File: config.mk
export PLATFORM = sky130hd
export DESIGN_NAME = adc_conversion_sequencer
export DESIGN_NICKNAME = d
export VERILOG_FILES = /design/src/adc_conversion_sequencer.v
export VERILOG_INCLUDE_DIRS = /design/src
export SDC_FILE = /design/constraint.sdc
export NUM_CORES = 1
export LEC_CHECK = 0
export BUFFER_PORTS_ARGS = -buffer_cell sky130_fd_sc_hd__clkbuf_2
export CAP_MARGIN = 30
export CORE_ASPECT_RATIO = 1.4
export CORE_MARGIN = 1.5
export CORE_UTILIZATION = 25
export DETAILED_ROUTE_END_ITERATION = 12
export GPL_ROUTABILITY_DRIVEN = 1
export PLACE_DENSITY_LB_ADDON = 0.05
export SETUP_SLACK_MARGIN = 0.5
export SLEW_MARGIN = 20
export SYNTH_ARGS = -nofsm -noshare
export SYNTH_HDL_FRONTEND = slang
export SYNTH_SLANG_ARGS = --single-unit
File: constraint.sdc
create_clock -name clk_in -period 3.9 [get_ports clk_in]
set_input_delay 0.78 -clock clk_in [delete_from_list [all_inputs] [get_ports clk_in]]
set_output_delay 0.78 -clock clk_in [all_outputs]
set_load 0.01 [all_outputs]
File: src/adc_seq_regs.vh
// register offsets, field positions and timing counts of the conversion sequencer
`ifndef ADC_SEQ_REGS_VH
`define ADC_SEQ_REGS_VH

// ----------------------------------------
// register offsets
// ----------------------------------------
`define OFS_CTRL0 8'hD8
`define OFS_REFPROG 8'hDA
`define OFS_RESULT 8'hD9
`define OFS_CHAN 8'hDC
`define OFS_IRQ_STAT 8'hE0
`define OFS_IRQ_CLR 8'hE1
`define OFS_IRQ_EN 8'hE2

// ----------------------------------------
// control 0 fields and reset values
// ----------------------------------------
`define CTRL0_CONT_BIT 3
`define CTRL0_BUSY_BIT 4
`define CTRL0_RESET 8'h00
`define REFPROG_RESET 8'h00
`define CHAN_RESET 4'h0
`define CHAN_LAST 4'hB

// ----------------------------------------
// timing in machine cycles; first trial code; settle count in fast clocks
// ----------------------------------------
`define SAMPLE_CYCLES 4'h7
`define TOTAL_CYCLES 4'hD
`define BIT_CYCLES 4'h6
`define FIRST_CYCLE 4'h1
`define TRIAL_MSB 8'h80
`define SETTLE_LAST 2'h3

`endif

File: src/adc_conversion_sequencer.v
// conversion sequencer for an 8-bit successive approximation converter
// ----------------------------------------
// Behaviour
// - one of twelve channels converts to an 8-bit result by successive approximation
// - first seven machine cycles of each conversion sample the selected input
// - each conversion ends exactly thirteen machine cycles after it starts
// - software picks single-shot or continuous conversion
// - a finished conversion can raise an interrupt request
// - reference program low nibble sets lower level, high nibble upper level
// - step code n means n sixteenths of span; code zero gives full range
// ----------------------------------------
`timescale 1ns/1ps
`include "adc_seq_regs.vh"

module adc_conversion_sequencer #(
    parameter MC_DIV = 12
) (
    // clock and reset
    input wire clk_in,
    input wire rst_n_in,
    // register port
    input wire [7:0] addr_in,
    input wire [7:0] wdata_in,
    input wire wr_in,
    input wire rd_in,
    output reg [7:0] rdata_out,
    // analog front end
    input wire comp_in,
    output reg [3:0] chan_sel_out,
    output reg sample_out,
    output reg [7:0] dac_code_out,
    output reg [3:0] internal_lower_ref_out,
    output reg [3:0] internal_upper_ref_out,
    // interrupt
    output reg irq_out
);

    // ----------------------------------------
    // states
    // ----------------------------------------
    localparam ST_IDLE = 3'b001;
    localparam ST_SAMPLE = 3'b010;
    localparam ST_APPROX = 3'b100;

    reg [2:0] state_q;
    reg [7:0] mc_cnt_q;
    reg mc_tick_q;
    reg [3:0] cyc_q;
    reg [7:0] sar_q;
    reg [7:0] trial_q;
    reg [7:0] result_q;
    reg cont_q;
    reg [3:0] chan_q;
    reg [7:0] refprog_q;
    reg [7:0] ctrl_misc_q;
    reg irq_stat_q;
    reg irq_en_q;
    reg comp_meta_q;
    reg comp_sync_q;
    reg start_pend_q;
    reg done_q;
    reg [1:0] settle_q;
    reg [2:0] state_d;
    reg [3:0] cyc_d;
    reg start_conv;
    reg load_trial;
    reg finish;

    wire mc_wrap = (mc_cnt_q == MC_DIV[7:0] - 8'h01);
    wire wr_ctrl = wr_in && (addr_in == `OFS_CTRL0);

    // ----------------------------------------
    // machine cycle enable and comparator sync
    // ----------------------------------------
    // one fast clock in every MC_DIV marks a machine cycle
    // limitation: MC_DIV below 6 leaves too few clocks for eight trials
    always @(posedge clk_in) begin
        if (!rst_n_in) begin
            mc_cnt_q <= 8'h00;
            mc_tick_q <= 1'b0;
        end else begin
            mc_cnt_q <= mc_wrap ? 8'h00 : mc_cnt_q + 8'h01;
            mc_tick_q <= mc_wrap;
        end
    end

    // comparator is asynchronous to this clock: two flops first
    always @(posedge clk_in) begin
        if (!rst_n_in) begin
            comp_meta_q <= 1'b0;
            comp_sync_q <= 1'b0;
        end else begin
            comp_meta_q <= comp_in;
            comp_sync_q <= comp_meta_q;
        end
    end

    // ----------------------------------------
    // software registers
    // ----------------------------------------
    wire wr_refprog = wr_in && (addr_in == `OFS_REFPROG);
    wire wr_chan = wr_in && (addr_in == `OFS_CHAN);
    wire wr_irq_en = wr_in && (addr_in == `OFS_IRQ_EN);
    wire wr_irq_clr = wr_in && (addr_in == `OFS_IRQ_CLR);
    wire chan_ok = (wdata_in[3:0] <= `CHAN_LAST);

    // any write to control 0 requests a conversion
    always @(posedge clk_in) begin
        if (!rst_n_in) begin
            cont_q <= 1'b0;
            ctrl_misc_q <= `CTRL0_RESET;
        end else if (wr_ctrl) begin
            cont_q <= wdata_in[`CTRL0_CONT_BIT];
            ctrl_misc_q <= wdata_in;
        end
    end

    // codes are taken as written; a write mid-conversion is not blocked
    always @(posedge clk_in) begin
        if (!rst_n_in) begin
            refprog_q <= `REFPROG_RESET;
        end else if (wr_refprog) begin
            refprog_q <= wdata_in;
        end
    end

    // out-of-range channel numbers are dropped, the old one stays
    always @(posedge clk_in) begin
        if (!rst_n_in) begin
            chan_q <= `CHAN_RESET;
        end else if (wr_chan && chan_ok) begin
            chan_q <= wdata_in[3:0];
        end
    end

    // only bit 0 is kept
    always @(posedge clk_in) begin
        if (!rst_n_in) begin
            irq_en_q <= 1'b0;
        end else if (wr_irq_en) begin
            irq_en_q <= wdata_in[0];
        end
    end

    // a start that lands during a conversion waits for its end
    always @(posedge clk_in) begin
        if (!rst_n_in) begin
            start_pend_q <= 1'b0;
        end else if (start_conv) begin
            start_pend_q <= 1'b0;
        end else if (wr_ctrl) begin
            start_pend_q <= 1'b1;
        end
    end

    // ----------------------------------------
    // sequencer
    // ----------------------------------------
    always @* begin
        state_d = state_q;
        cyc_d = cyc_q;
        start_conv = 1'b0;
        load_trial = 1'b0;
        finish = 1'b0;
        if (mc_tick_q) begin
            case (state_q)
                ST_IDLE: begin
                    if (start_pend_q) begin
                        start_conv = 1'b1;
                        state_d = ST_SAMPLE;
                        cyc_d = `FIRST_CYCLE;
                    end
                end
                ST_SAMPLE: begin
                    cyc_d = cyc_q + 4'h1;
                    if (cyc_q == `SAMPLE_CYCLES) begin
                        state_d = ST_APPROX;
                        load_trial = 1'b1;
                    end
                end
                ST_APPROX: begin
                    cyc_d = cyc_q + 4'h1;
                    if (cyc_q == `TOTAL_CYCLES) begin
                        finish = 1'b1;
                        if (cont_q && !start_pend_q) begin
                            state_d = ST_SAMPLE;
                            cyc_d = `FIRST_CYCLE;
                        end else begin
                            state_d = ST_IDLE;
                        end
                    end
                end
                default: begin
                    state_d = ST_IDLE;
                end
            endcase
        end
    end

    // next state is worked out above, registered here
    always @(posedge clk_in) begin
        if (!rst_n_in) begin
            state_q <= ST_IDLE;
            cyc_q <= 4'h0;
        end else begin
            state_q <= state_d;
            cyc_q <= cyc_d;
        end
    end

    // result is updated only at the last machine cycle
    always @(posedge clk_in) begin
        if (!rst_n_in) begin
            result_q <= 8'h00;
            done_q <= 1'b0;
        end else begin
            done_q <= finish;
            if (finish) begin
                result_q <= sar_q;
            end
        end
    end

    // ----------------------------------------
    // bit trials
    // ----------------------------------------
    // each trial waits for the code to reach the comparator and the sync pair
    always @(posedge clk_in) begin
        if (!rst_n_in) begin
            sar_q <= 8'h00;
            trial_q <= 8'h00;
            settle_q <= 2'h0;
        end else if (load_trial) begin
            sar_q <= 8'h00;
            trial_q <= `TRIAL_MSB;
            settle_q <= 2'h0;
        end else if (state_q == ST_APPROX && trial_q != 8'h00) begin
            settle_q <= settle_q + 2'h1;
            if (settle_q == `SETTLE_LAST) begin
                if (comp_sync_q) begin
                    sar_q <= sar_q | trial_q;
                end
                trial_q <= trial_q >> 1;
            end
        end
    end

    // set wins over clear
    always @(posedge clk_in) begin
        if (!rst_n_in) begin
            irq_stat_q <= 1'b0;
        end else if (done_q) begin
            irq_stat_q <= 1'b1;
        end else if (wr_irq_clr && wdata_in[0]) begin
            irq_stat_q <= 1'b0;
        end
    end

    // ----------------------------------------
    // outputs and read port
    // ----------------------------------------
    wire busy = (state_q != ST_IDLE);
    reg [7:0] rdata_d;

    // channel goes out registered, changes only between writes
    always @(posedge clk_in) begin
        if (!rst_n_in) begin
            chan_sel_out <= `CHAN_RESET;
        end else begin
            chan_sel_out <= chan_q;
        end
    end

    // high through the whole sample phase
    always @(posedge clk_in) begin
        if (!rst_n_in) begin
            sample_out <= 1'b0;
        end else begin
            sample_out <= (state_q == ST_SAMPLE);
        end
    end

    // the trial code shows the bit under test on top of the bits kept
    always @(posedge clk_in) begin
        if (!rst_n_in) begin
            dac_code_out <= 8'h00;
        end else begin
            dac_code_out <= sar_q | trial_q;
        end
    end

    // code n is n sixteenths of span; zero upper code means full scale
    always @(posedge clk_in) begin
        if (!rst_n_in) begin
            internal_lower_ref_out <= 4'h0;
            internal_upper_ref_out <= 4'h0;
        end else begin
            internal_lower_ref_out <= refprog_q[3:0];
            internal_upper_ref_out <= refprog_q[7:4];
        end
    end

    // level request while an enabled status bit is set
    always @(posedge clk_in) begin
        if (!rst_n_in) begin
            irq_out <= 1'b0;
        end else begin
            irq_out <= irq_stat_q && irq_en_q;
        end
    end

    // read data stand for one cycle only, zero otherwise
    always @* begin
        rdata_d = 8'h00;
        if (rd_in) begin
            if (addr_in == `OFS_CTRL0) begin
                rdata_d = {ctrl_misc_q[7:5], busy, cont_q, ctrl_misc_q[2:0]};
            end else if (addr_in == `OFS_RESULT) begin
                rdata_d = result_q;
            end else if (addr_in == `OFS_REFPROG) begin
                rdata_d = refprog_q;
            end else if (addr_in == `OFS_CHAN) begin
                rdata_d = {4'h0, chan_q};
            end else if (addr_in == `OFS_IRQ_STAT) begin
                rdata_d = {7'h00, irq_stat_q};
            end else if (addr_in == `OFS_IRQ_EN) begin
                rdata_d = {7'h00, irq_en_q};
            end else begin
                rdata_d = 8'h00;
            end
        end
    end

    always @(posedge clk_in) begin
        if (!rst_n_in) begin
            rdata_out <= 8'h00;
        end else begin
            rdata_out <= rdata_d;
        end
    end

endmodule

==> out/results.md, run 1 <==
## Final layout
• diodes inserted: 0
• final net count: 481
• share of cells above drive strength 1: 18.0%
• number of filler instances in the final layout: 1632
• post-synthesis to final-layout area growth: 18.7%

## Placement
• placer's final routability congestion estimate: 0.717
• count of buffers inserted at the top-level ports: 50
• setup slack after placement: 1.57 ns
• sum of net half-perimeters after detailed placement: 7180 µm

## Synthesis
• cell type with the largest total area after synthesis: dfxtp_1
• Seq/Total Area, Yosys: 50.5%
• most frequently used flop master after synthesis: dfxtp_1
• proportion of netlist area held by the largest area contributor: 50.5%
• Commonest cells post-synth: dfxtp_1, nor2_1, nand2_1
• cell area after synthesis: 0.00384 mm²
• net count of the mapped netlist: 437
• count of flip-flops with a built-in enable after synthesis: 0
• Avg Cell Area, Syn: 9.33 µm²
• main area contributors after synthesis: dfxtp_1, nor2_1, mux2i_1
• top-count cell post-synth: dfxtp_1
• synthesized netlist cell count: 412
• fraction of registers with async set or reset after synthesis: 0%
• synth unique cells: 60
• register bit count reported by yosys: 97
• number of warning messages in the yosys log: 0

## Clock tree
• clock-pin transition on the worst setup and hold timing paths: 0.07 ns
• insertion delay to the later sink of the worst-skew pair: 0.35 ns
• number of buffers created by CTS: 9
• sinks on the clock net: 97
• post-CTS setup buffer count: 0
• TritonCTS clock tree: done
• post-cts gate resize count: 0
• quantity of hold-fixing buffers added after cts: 0
• cell chosen for the clock root: clkbuf_16
• maximum root-to-sink buffer count: 2
• H-Tree Level Count: 3

## STA
• skew final: 0.00769 ns
• share of the cycle needed by the critical path after routing: 49.8%
• Period minus WS final: 1.94 ns
• setup TNS after final layout: 0 ns
• number of pins with negative max-slew slack in the final report: 0
• total count of hold-check failures in the final report: 0
• RSZ-0062 raised after global routing: no
• final setup violation count: 0
• relative slew slack: 44.4%
• maximum clock frequency: 0.515 GHz
• setup slack of the critical path after layout: 1.96 ns
• Worst Tran Pin Value: 0.833 ns

## Global route
• Remaining Overflow, GRT: 0
• number of antenna violations at the first check in global routing: 0
• via count of the first global-routing pass: 2994
• pin count of the biggest net entering global routing: 31
• first-pass GRT wire length: 15700 µm
• gr usage total: 13.0%

## Route
• average vias per placed instance: 4.55
• residual antenna-violating net count after detailed routing: 0
• Post-route DRC: 0
• aggregate routed wire length: 9800 µm
• initial DRC count: 74
• count of TritonRoute iterations in the first routing pass: 4
• vias post-DR: 2971
• routed wirelength normalized by instance count: 15.0 µm

## Setup path
• Crit Path Category: input port to register
• Worst Path Required: 4.11 ns
• endpoint kind of the worst setup timing path: register
• critical-path maximum fanout: 19
• crit path DAT: 2.15 ns
• element type at the critical path start: input port

## Power
• standby leakage power: 1.81 nW
• Peak supply drop: 0.176 mV
• post-layout power: 1.99 mW
• areal power density over the cells: 436 mW/mm²

## Die
• vertical die dimension: 150 µm
• standard-cell row count: 53
• horizontal die dimension: 108 µm
• # IOs: 51
• Initial Util: 25.5%
• placeable core area: 0.0151 mm²
• die area: 0.0161 mm²

## Status
• status: finished clean

## Min path
• worst min-delay path class: register to register

## Job
• number of max-cap violations: 0

[layout make-up]
type                            count  area, µm²  share of cell area (%)
Timing Repair Buffer               53        273                    5.98
Tap cell                          192        240                    5.26
Clock buffer                       10        239                    5.24
Inverter                           15       56.3                    1.23
Multi-Input combinational cell    280       1740                    38.1
Sequential cell                    97       1940                    42.6
Clock inverter                      6       72.6                    1.59
[cells by family after synthesis]
family | Yosys count | share of synthesized area (%)
AOI/OAI and AO/OA | 65 | 10.8
xor gates and xnor gates | 9 | 2.05
adders and majority gates | 4 | 1.30
buffers and inverters | 35 | 4.23
DFF | 97 | 50.5
muxes | 25 | 6.54
and+or+nand+nor | 177 | 24.5
[critical path: stages]
cell and delay, ns:
clkbuf_2 0.35, nand3b_1 0.21, nor3_4 0.48, mux2i_1 0.26, nor2_1 0.06
[sequential cells by signal (all words and copies together) (netlist names), 2 cells and up]
signal and count:
settle_q 2, chan_q 4, refprog_q 8, trial_q 8, rdata_out 8, state_q 3, internal_upper_ref_out 4, internal_lower_ref_out 4
mc_cnt_q 8, result_q 8, cyc_q 4, dac_code_out 8, chan_sel_out 4, ctrl_misc_q 7, sar_q 8
[power by group]
group | total, mW | internal (mW) | switching [mW]
logic | 0.0647 | 0.0215 | 0.0432
registers | 0.997 | 0.994 | 0.00347
clock network | 0.928 | 0.523 | 0.405
[routing by layer]
| metal | up-vias | track usage (%) | wire length, µm |
|---|---|---|---|
| li1 | 1502 | - | - |
| met1 | 1411 | 14.8 | 4170 |
| met2 | 48 | 23.4 | 5190 |
| met3 | 10 | 3.05 | 269 |
| met4 | 0 | 4.93 | 164 |
| met5 | - | 0 | 0 |
[final timing paths]
path / from / end / slack [ns] / cells past startpoint
max: addr_in[1] / refprog_q[1]$_SDFFE_PN0P_ / 1.96 / 5
min: comp_meta_q$_SDFF_PN0_ / comp_sync_q$_SDFF_PN0_ / 0.44 / 1
max reg2reg: state_q[2]$_SDFFE_PN0P_ / result_q[3]$_SDFFE_PN0P_ / 2.13 / 4
min reg2reg: comp_meta_q$_SDFF_PN0_ / comp_sync_q$_SDFF_PN0_ / 0.44 / 1
[layout by cell type (no fill, tap or decap), types with 4 or more instances in the layout]
master	synthesis	layout
nor2_1	65	65
nand3_1	16	16
mux2i_1	24	24
a211oi_1	5	5
clkbuf_2	0	50
a21oi_1	31	31
clkbuf_16	0	9
xor2_1	7	7
dfxtp_1	97	97
ha_1	4	4
and2_1	15	15
nand2_1	32	32
o21ai_0	7	7
and3_1	7	7
nor2b_1	9	9
inv_1	15	15
[through the flow]
| stage | util (%) | cells | cell area, µm² | hold slack [ns] |
|---|---|---|---|---|
| finish | 30.3 | 653 | 4560 | 0.437 |
| global route | 30.3 | 653 | 4560 | 0.451 |
| CTS | 30.3 | 653 | 4560 | 0.436 |
| detailed placement | 28.2 | 637 | 4250 | 0.419 |
| global placement | 28.2 | 637 | 4250 | 0.414 |
| floorplan | - | 412 | 3840 | 0.412 |
Power figures use the tool's default switching activity.
==> run 2: changes to the inputs <==
--- a/config.mk
+++ b/config.mk
@@ -6,6 +6,7 @@
 export SDC_FILE = /design/constraint.sdc
 export NUM_CORES = 1
 export LEC_CHECK = 0
+export ABC_AREA = 1
 export BUFFER_PORTS_ARGS = -buffer_cell sky130_fd_sc_hd__clkbuf_2
 export CAP_MARGIN = 30
 export CORE_ASPECT_RATIO = 1.4
==> constraint.sdc (replaced) <==
create_clock -name clk_in -period 1.6 [get_ports clk_in]
set_input_delay 0.32 -clock clk_in [delete_from_list [all_inputs] [get_ports clk_in]]
set_output_delay 0.32 -clock clk_in [all_outputs]
set_load 0.01 [all_outputs]
==> run 2 against run 1 <==
Net effect:
- synthesized area rose by 1.2%
- routed wire length rose by 6.5%
- worst setup slack got worse by 1.7 ns
- design area rose by 18%
- die area rose by 1.2%
- total power rose by 150%
- critical endpoint is now result_q[1]$_SDFFE_PN0P_
- largest power group unchanged
==> out/results.md, run 2 <==
## Status
• status: finished clean

## Route
• count of TritonRoute iterations in the first routing pass: 4, unchanged
• average vias per placed instance: 4.34, -4.5%
• initial DRC count: 118, +59%
• vias post-DR: 3428, +15%
• residual antenna-violating net count after detailed routing: 0, unchanged
• aggregate routed wire length: 10400 µm, +6.5%
• routed wirelength normalized by instance count: 13.2 µm, -12%
• Post-route DRC: 0, unchanged

## Global route
• pin count of the biggest net entering global routing: 25, -19%
• gr usage total: 13.5%, +0.50 points
• first-pass GRT wire length: 16800 µm, +6.9%
• Remaining Overflow, GRT: 0, unchanged
• number of antenna violations at the first check in global routing: 0, unchanged
• via count of the first global-routing pass: 3358, +12%

## Clock tree
• cell chosen for the clock root: clkbuf_16
• number of buffers created by CTS: 9, unchanged
• insertion delay to the later sink of the worst-skew pair: 0.35 ns, about the same
• H-Tree Level Count: 3, unchanged
• maximum root-to-sink buffer count: 2, unchanged
• sinks on the clock net: 97, unchanged
• TritonCTS clock tree: done
• clock-pin transition on the worst setup and hold timing paths: 0.07 ns, about the same

## Final layout
• share of cells above drive strength 1: 34.8%, +17 points
• final net count: 617, +28%
• final instance area: 0.00536 mm², +18%
• commonest cells after routing, fill and taps aside: nand2_1, dfxtp_1, nor2_1
• post-synthesis to final-layout area growth: 37.8%
• Final Core Density: 35.5%, +5.2 points
• diodes inserted: 0, unchanged
• most frequent standard cell in the layout excluding fill and tap cells: nand2_1
• final instance count without filler cells: 789, +21%

## Synthesis
• synthesized-area fraction occupied by ao, oa, aoi and oai cells: 12.4%, +1.5 points
• share of synthesized area spent on multiplexers: 0%, -6.5 points
• number of warning messages in the yosys log: 0, unchanged
• proportion of netlist area held by the largest area contributor: 49.9%, -0.62 points
• synth unique cells: 32, -47%
• cell type with the largest total area after synthesis: dfxtp_1
• xor and xnor fraction of the mapped netlist area: 0.225%, -1.8 points
• fraction of registers with async set or reset after synthesis: 0%, unchanged
• adder and majority cell fraction of the synthesized area: 1.29%, -0.016 points
• count of flip-flops with a built-in enable after synthesis: 0, unchanged
• most frequently used flop master after synthesis: dfxtp_1
• cell area after synthesis: 0.00389 mm², +1.2%
• synthesized netlist cell count: 507, +23%
• register bit count reported by yosys: 97, unchanged
• Avg Cell Area, Syn: 7.68 µm², -18%
• Seq/Total Area, Yosys: 49.9%, -0.62 points
• Commonest cells post-synth: dfxtp_1, nand2_1, nor2_1
• dominant combinational cell family by area after synthesis: simple AND/OR/NAND/NOR gates
• fraction of the mapped netlist area in simple logic gates: 27.0%, +2.5 points
• top-count cell post-synth: dfxtp_1
• net count of the mapped netlist: 532, +22%
• main area contributors after synthesis: dfxtp_1, nand2_1, nor2_1

## Setup path
• critical-path maximum fanout: 8, -11
• max incr delay on CP: 0.37 ns, -0.11 ns
• Reg2Reg Depth: 7, +3
• CP max-delay cell: dfxtp_4
• Worst Path Required: 1.87 ns, -2.24 ns
• element type at the critical path start: register
• setup slack of the most critical reg-to-reg path: 0.30 ns, -1.83 ns
• cell-by-cell listing of the critical path: inv_4, ha_4, nand2_4, nor2_4, buf_4, nand3_4, a21oi_1
• endpoint kind of the worst setup timing path: register
• crit path DAT: 1.57 ns, -0.58 ns
• end of the worst register-to-register path: result_q[1]$_SDFFE_PN0P_
• cell family with the largest share of critical-path delay: flip-flops
• launch instance of the worst register-to-register path: cyc_q[1]$_SDFFE_PN0P_
• buffer and inverter count on the worst path: 2, +1
• Crit Path Category: register to register

## Power
• areal power density over the cells: 918 mW/mm², +110%
• Peak supply drop: 0.385 mV, +120%
• standby leakage power: 2.24 nW, +24%

## STA
• final setup violation count: 0, unchanged
• number of pins with negative max-slew slack in the final report: 0, unchanged
• setup TNS after final layout: 0 ns, unchanged
• skew final: 0.00990 ns, +0.00220 ns
• total count of hold-check failures in the final report: 0, unchanged
• share of the cycle needed by the critical path after routing: 81.2%
• relative slew slack: 78.2%, +34 points
• final worst hold slack: 0.182 ns, -0.254 ns
• Period minus WS final: 1.30 ns
• RSZ-0062 raised after global routing: yes
• maximum clock frequency: 0.770 GHz
• Worst Tran Pin Value: 0.326 ns, -0.506 ns

## Placement
• placement-stage cell area: 0.00453 mm², +6.5%
• sum of net half-perimeters after detailed placement: 7400 µm, +3.0%
• placer's final routability congestion estimate: 0.753, +5.1%
• count of buffers inserted at the top-level ports: 50, unchanged
• Inst Count DP: 747, +17%

## Min path
• Worst Hold Endpoint: comp_meta_q$_SDFF_PN0_
• worst hold stages: 3, +2
• worst min-delay path class: input port to register
• hold_sp: comp_in

## Die
• Initial Util: 25.7%, +0.20 points
• placeable core area: 0.0151 mm², +0.44%
• # IOs: 51, unchanged
• die area: 0.0163 mm², +1.2%
• standard-cell row count: 53, unchanged
• vertical die dimension: 151 µm, +0.60%
• horizontal die dimension: 108 µm, +0.60%

## Job
• number of max-cap violations: 0, unchanged

## run 2: cell type report
type	count	area (µm²)
multi-input cells	325	1880
repair buffers	81	607
clock inverters	6	65.1
well taps	192	240
fillers	1619	9760
inverters	78	334
clock buffers	10	250
flip-flops and latches	97	1990
## run 2: power by group
group	internal (mW)	switching, mW
logic	0.0874	0.144
registers	2.42	0.00914
clock network	1.31	0.956
total	3.81	1.11
## run 2: worst max path at each step
stage,from,to,slack (ns),depth (start not counted)
floorplan,cyc_q[1]$_SDFFE_PN0P_,result_q[6]$_SDFFE_PN0P_,0.39,8
global placement,addr_in[5],ctrl_misc_q[3]$_SDFFE_PN0P_,0.06,7
detailed placement,addr_in[5],ctrl_misc_q[3]$_SDFFE_PN0P_,0.02,7
CTS,cyc_q[1]$_SDFFE_PN0P_,cyc_q[1]$_SDFFE_PN0P_,0.31,9
global route,cyc_q[1]$_SDFFE_PN0P_,state_q[0]$_SDFFE_PN1P_,0.21,9
finish,cyc_q[1]$_SDFFE_PN0P_,result_q[1]$_SDFFE_PN0P_,0.30,7
## run 2: repair_timing
action | in CTS | in global routing
pin swaps | 17 | 22
endpoints found under the setup margin | 91 | 83
hold buffers | 0 | 0
gates cloned | 3 | 0
buffers inserted | 17 | 6
resized for setup | 36 | 96
## run 2: kinds of logic after synthesis
family | after synthesis
buf+inv | 88
xor+xnor | 1
simple gates | 223
fa+ha+maj | 4
compound gates | 94
flops | 97
## run 2: layer usage
layer | wire length (µm) | vias up | part of all wire, % | track usage (%)
met1 | 4350 | 1575 | 42 | 15.1
met4 | 147 | 0 | 1.4 | 5.13
met5 | 0 | - | 0 | 0
li1 | - | 1793 | - | -
met2 | 5590 | 49 | 54 | 25.1
met3 | 344 | 11 | 3.3 | 2.42
## run 2: worst reg2reg max path, stage by stage, from the launching register on
cell     delay [ns]
dfxtp_4        0.37
inv_4          0.06
ha_4           0.13
nand2_4        0.05
nor2_4         0.15
buf_4          0.15
nand3_4        0.14
a21oi_1        0.17
## run 2: stage by stage
stage               setup slack [ns]  power, mW
floorplan                      0.389       2.58
global placement              0.0578       2.67
detailed placement            0.0170       2.67
CTS                            0.307       4.99
global route                   0.212       5.14
finish                         0.301       4.92
==> run 3: changes to the inputs <==
--- a/config.mk
+++ b/config.mk
@@ -6,7 +6,7 @@
 export SDC_FILE = /design/constraint.sdc
 export NUM_CORES = 1
 export LEC_CHECK = 0
-export ABC_AREA = 1
+export ABC_AREA = 0
 export BUFFER_PORTS_ARGS = -buffer_cell sky130_fd_sc_hd__clkbuf_2
 export CAP_MARGIN = 30
 export CORE_ASPECT_RATIO = 1.4
==> constraint.sdc (replaced) <==
create_clock -name clk_in -period 1.18 [get_ports clk_in]
set_input_delay 0.236 -clock clk_in [delete_from_list [all_inputs] [get_ports clk_in]]
set_output_delay 0.236 -clock clk_in [all_outputs]
set_load 0.01 [all_outputs]
==> run 3 against run 2 <==
Net effect:
- the flow now finishes with violations (negative setup slack)
- final cell count shrank 7.0%
- sequential cell count stayed put
- global-route usage grew 0.78 points
- critical path depth is 2 lower
- routed wire length up 4.8%
- highest routed layer unchanged
- via count down 3.7%
- design area rose by 11%
- sequential share of layout area fell by 3.7 points
==> out/results.md, run 3 (synthesized netlist as in run 1, its figures left out) <==
## Status
• status: finished, violations left
• violations in the final reports: negative setup slack

## Clock tree
• insertion delay to the later sink of the worst-skew pair: 0.34 ns, about the same
• cell chosen for the clock root: clkbuf_16
• quantity of hold-fixing buffers added after cts: 0, unchanged
• clock-pin transition on the worst setup and hold timing paths: 0.07 ns, about the same
• H-Tree Level Count: 3, unchanged
• TritonCTS clock tree: done
• number of buffers created by CTS: 9, unchanged
• maximum root-to-sink buffer count: 2, unchanged
• sinks on the clock net: 97, unchanged

## Die
• standard-cell row count: 53, unchanged
• placeable core area: 0.0151 mm², -0.44%
• Initial Util: 25.5%, -0.20 points
• horizontal die dimension: 108 µm, -0.59%
• # IOs: 51, unchanged
• vertical die dimension: 150 µm, -0.60%
• die area: 0.0161 mm², -1.2%

## Job
• number of max-cap violations: 0, unchanged

## STA
• Period minus WS final: 1.41 ns, +0.110 ns
• number of pins with negative max-slew slack in the final report: 0, unchanged
• final worst hold slack: 0.0923 ns, -0.0901 ns
• maximum clock frequency: 0.710 GHz, -7.8%
• share of the cycle needed by the critical path after routing: 119%, +38 points
• final setup violation count: 36, +36
• skew final: 0.00822 ns, -0.00168 ns
• setup TNS after final layout: -5.24 ns, -5.24 ns
• RSZ-0062 raised after global routing: yes
• Worst Tran Pin Value: 0.354 ns, +0.0279 ns
• setup slack of the critical path after layout: -0.229 ns, -0.530 ns
• total count of hold-check failures in the final report: 0, unchanged
• relative slew slack: 76.2%, -2.1 points

## Setup path
• crit path DAT: 1.68 ns, +0.11 ns
• endpoint kind of the worst setup timing path: register
• Worst Path Required: 1.45 ns, -0.42 ns
• critical-path maximum fanout: 6, -2
• Crit Path Category: register to register
• element type at the critical path start: register
• Reg2Reg Depth: 5, -2

## Route
• initial DRC count: 77, -35%
• aggregate routed wire length: 10900 µm, +4.8%
• residual antenna-violating net count after detailed routing: 0, unchanged
• average vias per placed instance: 4.50, +3.5%
• routed wirelength normalized by instance count: 14.9 µm, +13%
• vias post-DR: 3301, -3.7%
• Post-route DRC: 0, unchanged
• count of TritonRoute iterations in the first routing pass: 6, +2

## Global route
• pin count of the biggest net entering global routing: 22, -12%
• number of antenna violations at the first check in global routing: 0, unchanged
• Remaining Overflow, GRT: 0, unchanged
• via count of the first global-routing pass: 3460, +3.0%
• first-pass GRT wire length: 17600 µm, +4.6%
• gr usage total: 14.3%, +0.78 points

## Placement
• Inst Count DP: 698, -6.6%
• setup slack after placement: -0.390 ns, -0.407 ns
• placer's final routability congestion estimate: 0.761, +1.1%
• sum of net half-perimeters after detailed placement: 7880 µm, +6.5%
• count of buffers inserted at the top-level ports: 50, unchanged

## Power
• standby leakage power: 2.43 nW, +8.9%
• Peak supply drop: 0.607 mV, +58%
• areal power density over the cells: 1110 mW/mm², +21%

## Final layout
• post-synthesis to final-layout area growth: 55.5%
• Final Core Density: 39.7%, +4.2 points
• final net count: 562, -8.9%
• share of cells above drive strength 1: 49.6%, +15 points
• diodes inserted: 0, unchanged
• most frequent standard cell in the layout excluding fill and tap cells: dfxtp_1
• commonest cells after routing, fill and taps aside: dfxtp_1, nor2_1, buf_4
• final instance count without filler cells: 734, -7.0%

## Min path
• worst hold stages: 2, -1
• worst min-delay path class: input port to register

==> run 3: changes by cell type in the layout (fill, tap and decap cells not counted), sizes merged, moves of 14 or more <==
cell   change
inv       -59
buf       +56
nand2     -55
o21ai     -38
nand3     -30
mux2i     +24
a21oi     -17
nor2      -15
and2      +14
==> run 3: area by class of cell <==
cell class / count / area [µm²]
repair buffers: 133 / 1210
fillers: 1527 / 9070
clock buffers: 10 / 229
clock inverters: 6 / 66.3
inverters: 15 / 68.8
multi-input cells: 281 / 2170
well taps: 192 / 240
flip-flops and latches: 97 / 1990
==> run 3: worst max-delay path: stages (launching register included) <==
cell and delay (ns):
dfxtp_4 0.37, buf_6 0.13, and4bb_2 0.26, a22oi_2 0.11, or3_1 0.36, a21oi_1 0.12
==> run 3: final timing paths <==
kind	to	slack [ns]	from
max	cyc_q[3]$_SDFFE_PN0P_	-0.23	state_q[0]$_SDFFE_PN1P_
min	comp_meta_q$_SDFF_PN0_	0.09	comp_in
max reg2reg	cyc_q[3]$_SDFFE_PN0P_	-0.23	state_q[0]$_SDFFE_PN1P_
min reg2reg	comp_sync_q$_SDFF_PN0_	0.45	comp_meta_q$_SDFF_PN0_
==> run 3: repair_timing <==
item / in CTS / in global routing
hold endpoints to repair: 0 / 0
setup endpoints to repair: 115 / 112
gates resized for setup: 92 / 101
pin swaps: 44 / 28
gates cloned: 1 / 0
buffers inserted: 13 / 6
==> run 3: through the flow <==
stage	power, mW	cell area, µm²
finish	6.66	5980
global placement	3.70	4910
detailed placement	3.70	4910
CTS	6.77	5660
global route	6.94	5980
floorplan	3.53	4040
==> run 3: power by group <==
| part | switching, mW | total [mW] | internal [mW] |
|---|---|---|---|
| clock | 1.29 | 2.95 | 1.66 |
| combinational | 0.208 | 0.422 | 0.214 |
| sequential | 0.0114 | 3.29 | 3.28 |
==> run 3: metal layers <==
metal  vias up  wire length, µm  global-route usage [%]
li1       1663                -                       -
met1      1585             4550                    15.4
met2        38             5900                    27.0
met3        15              244                    2.35
met4         0              230                    6.12
met5         -                0                       0
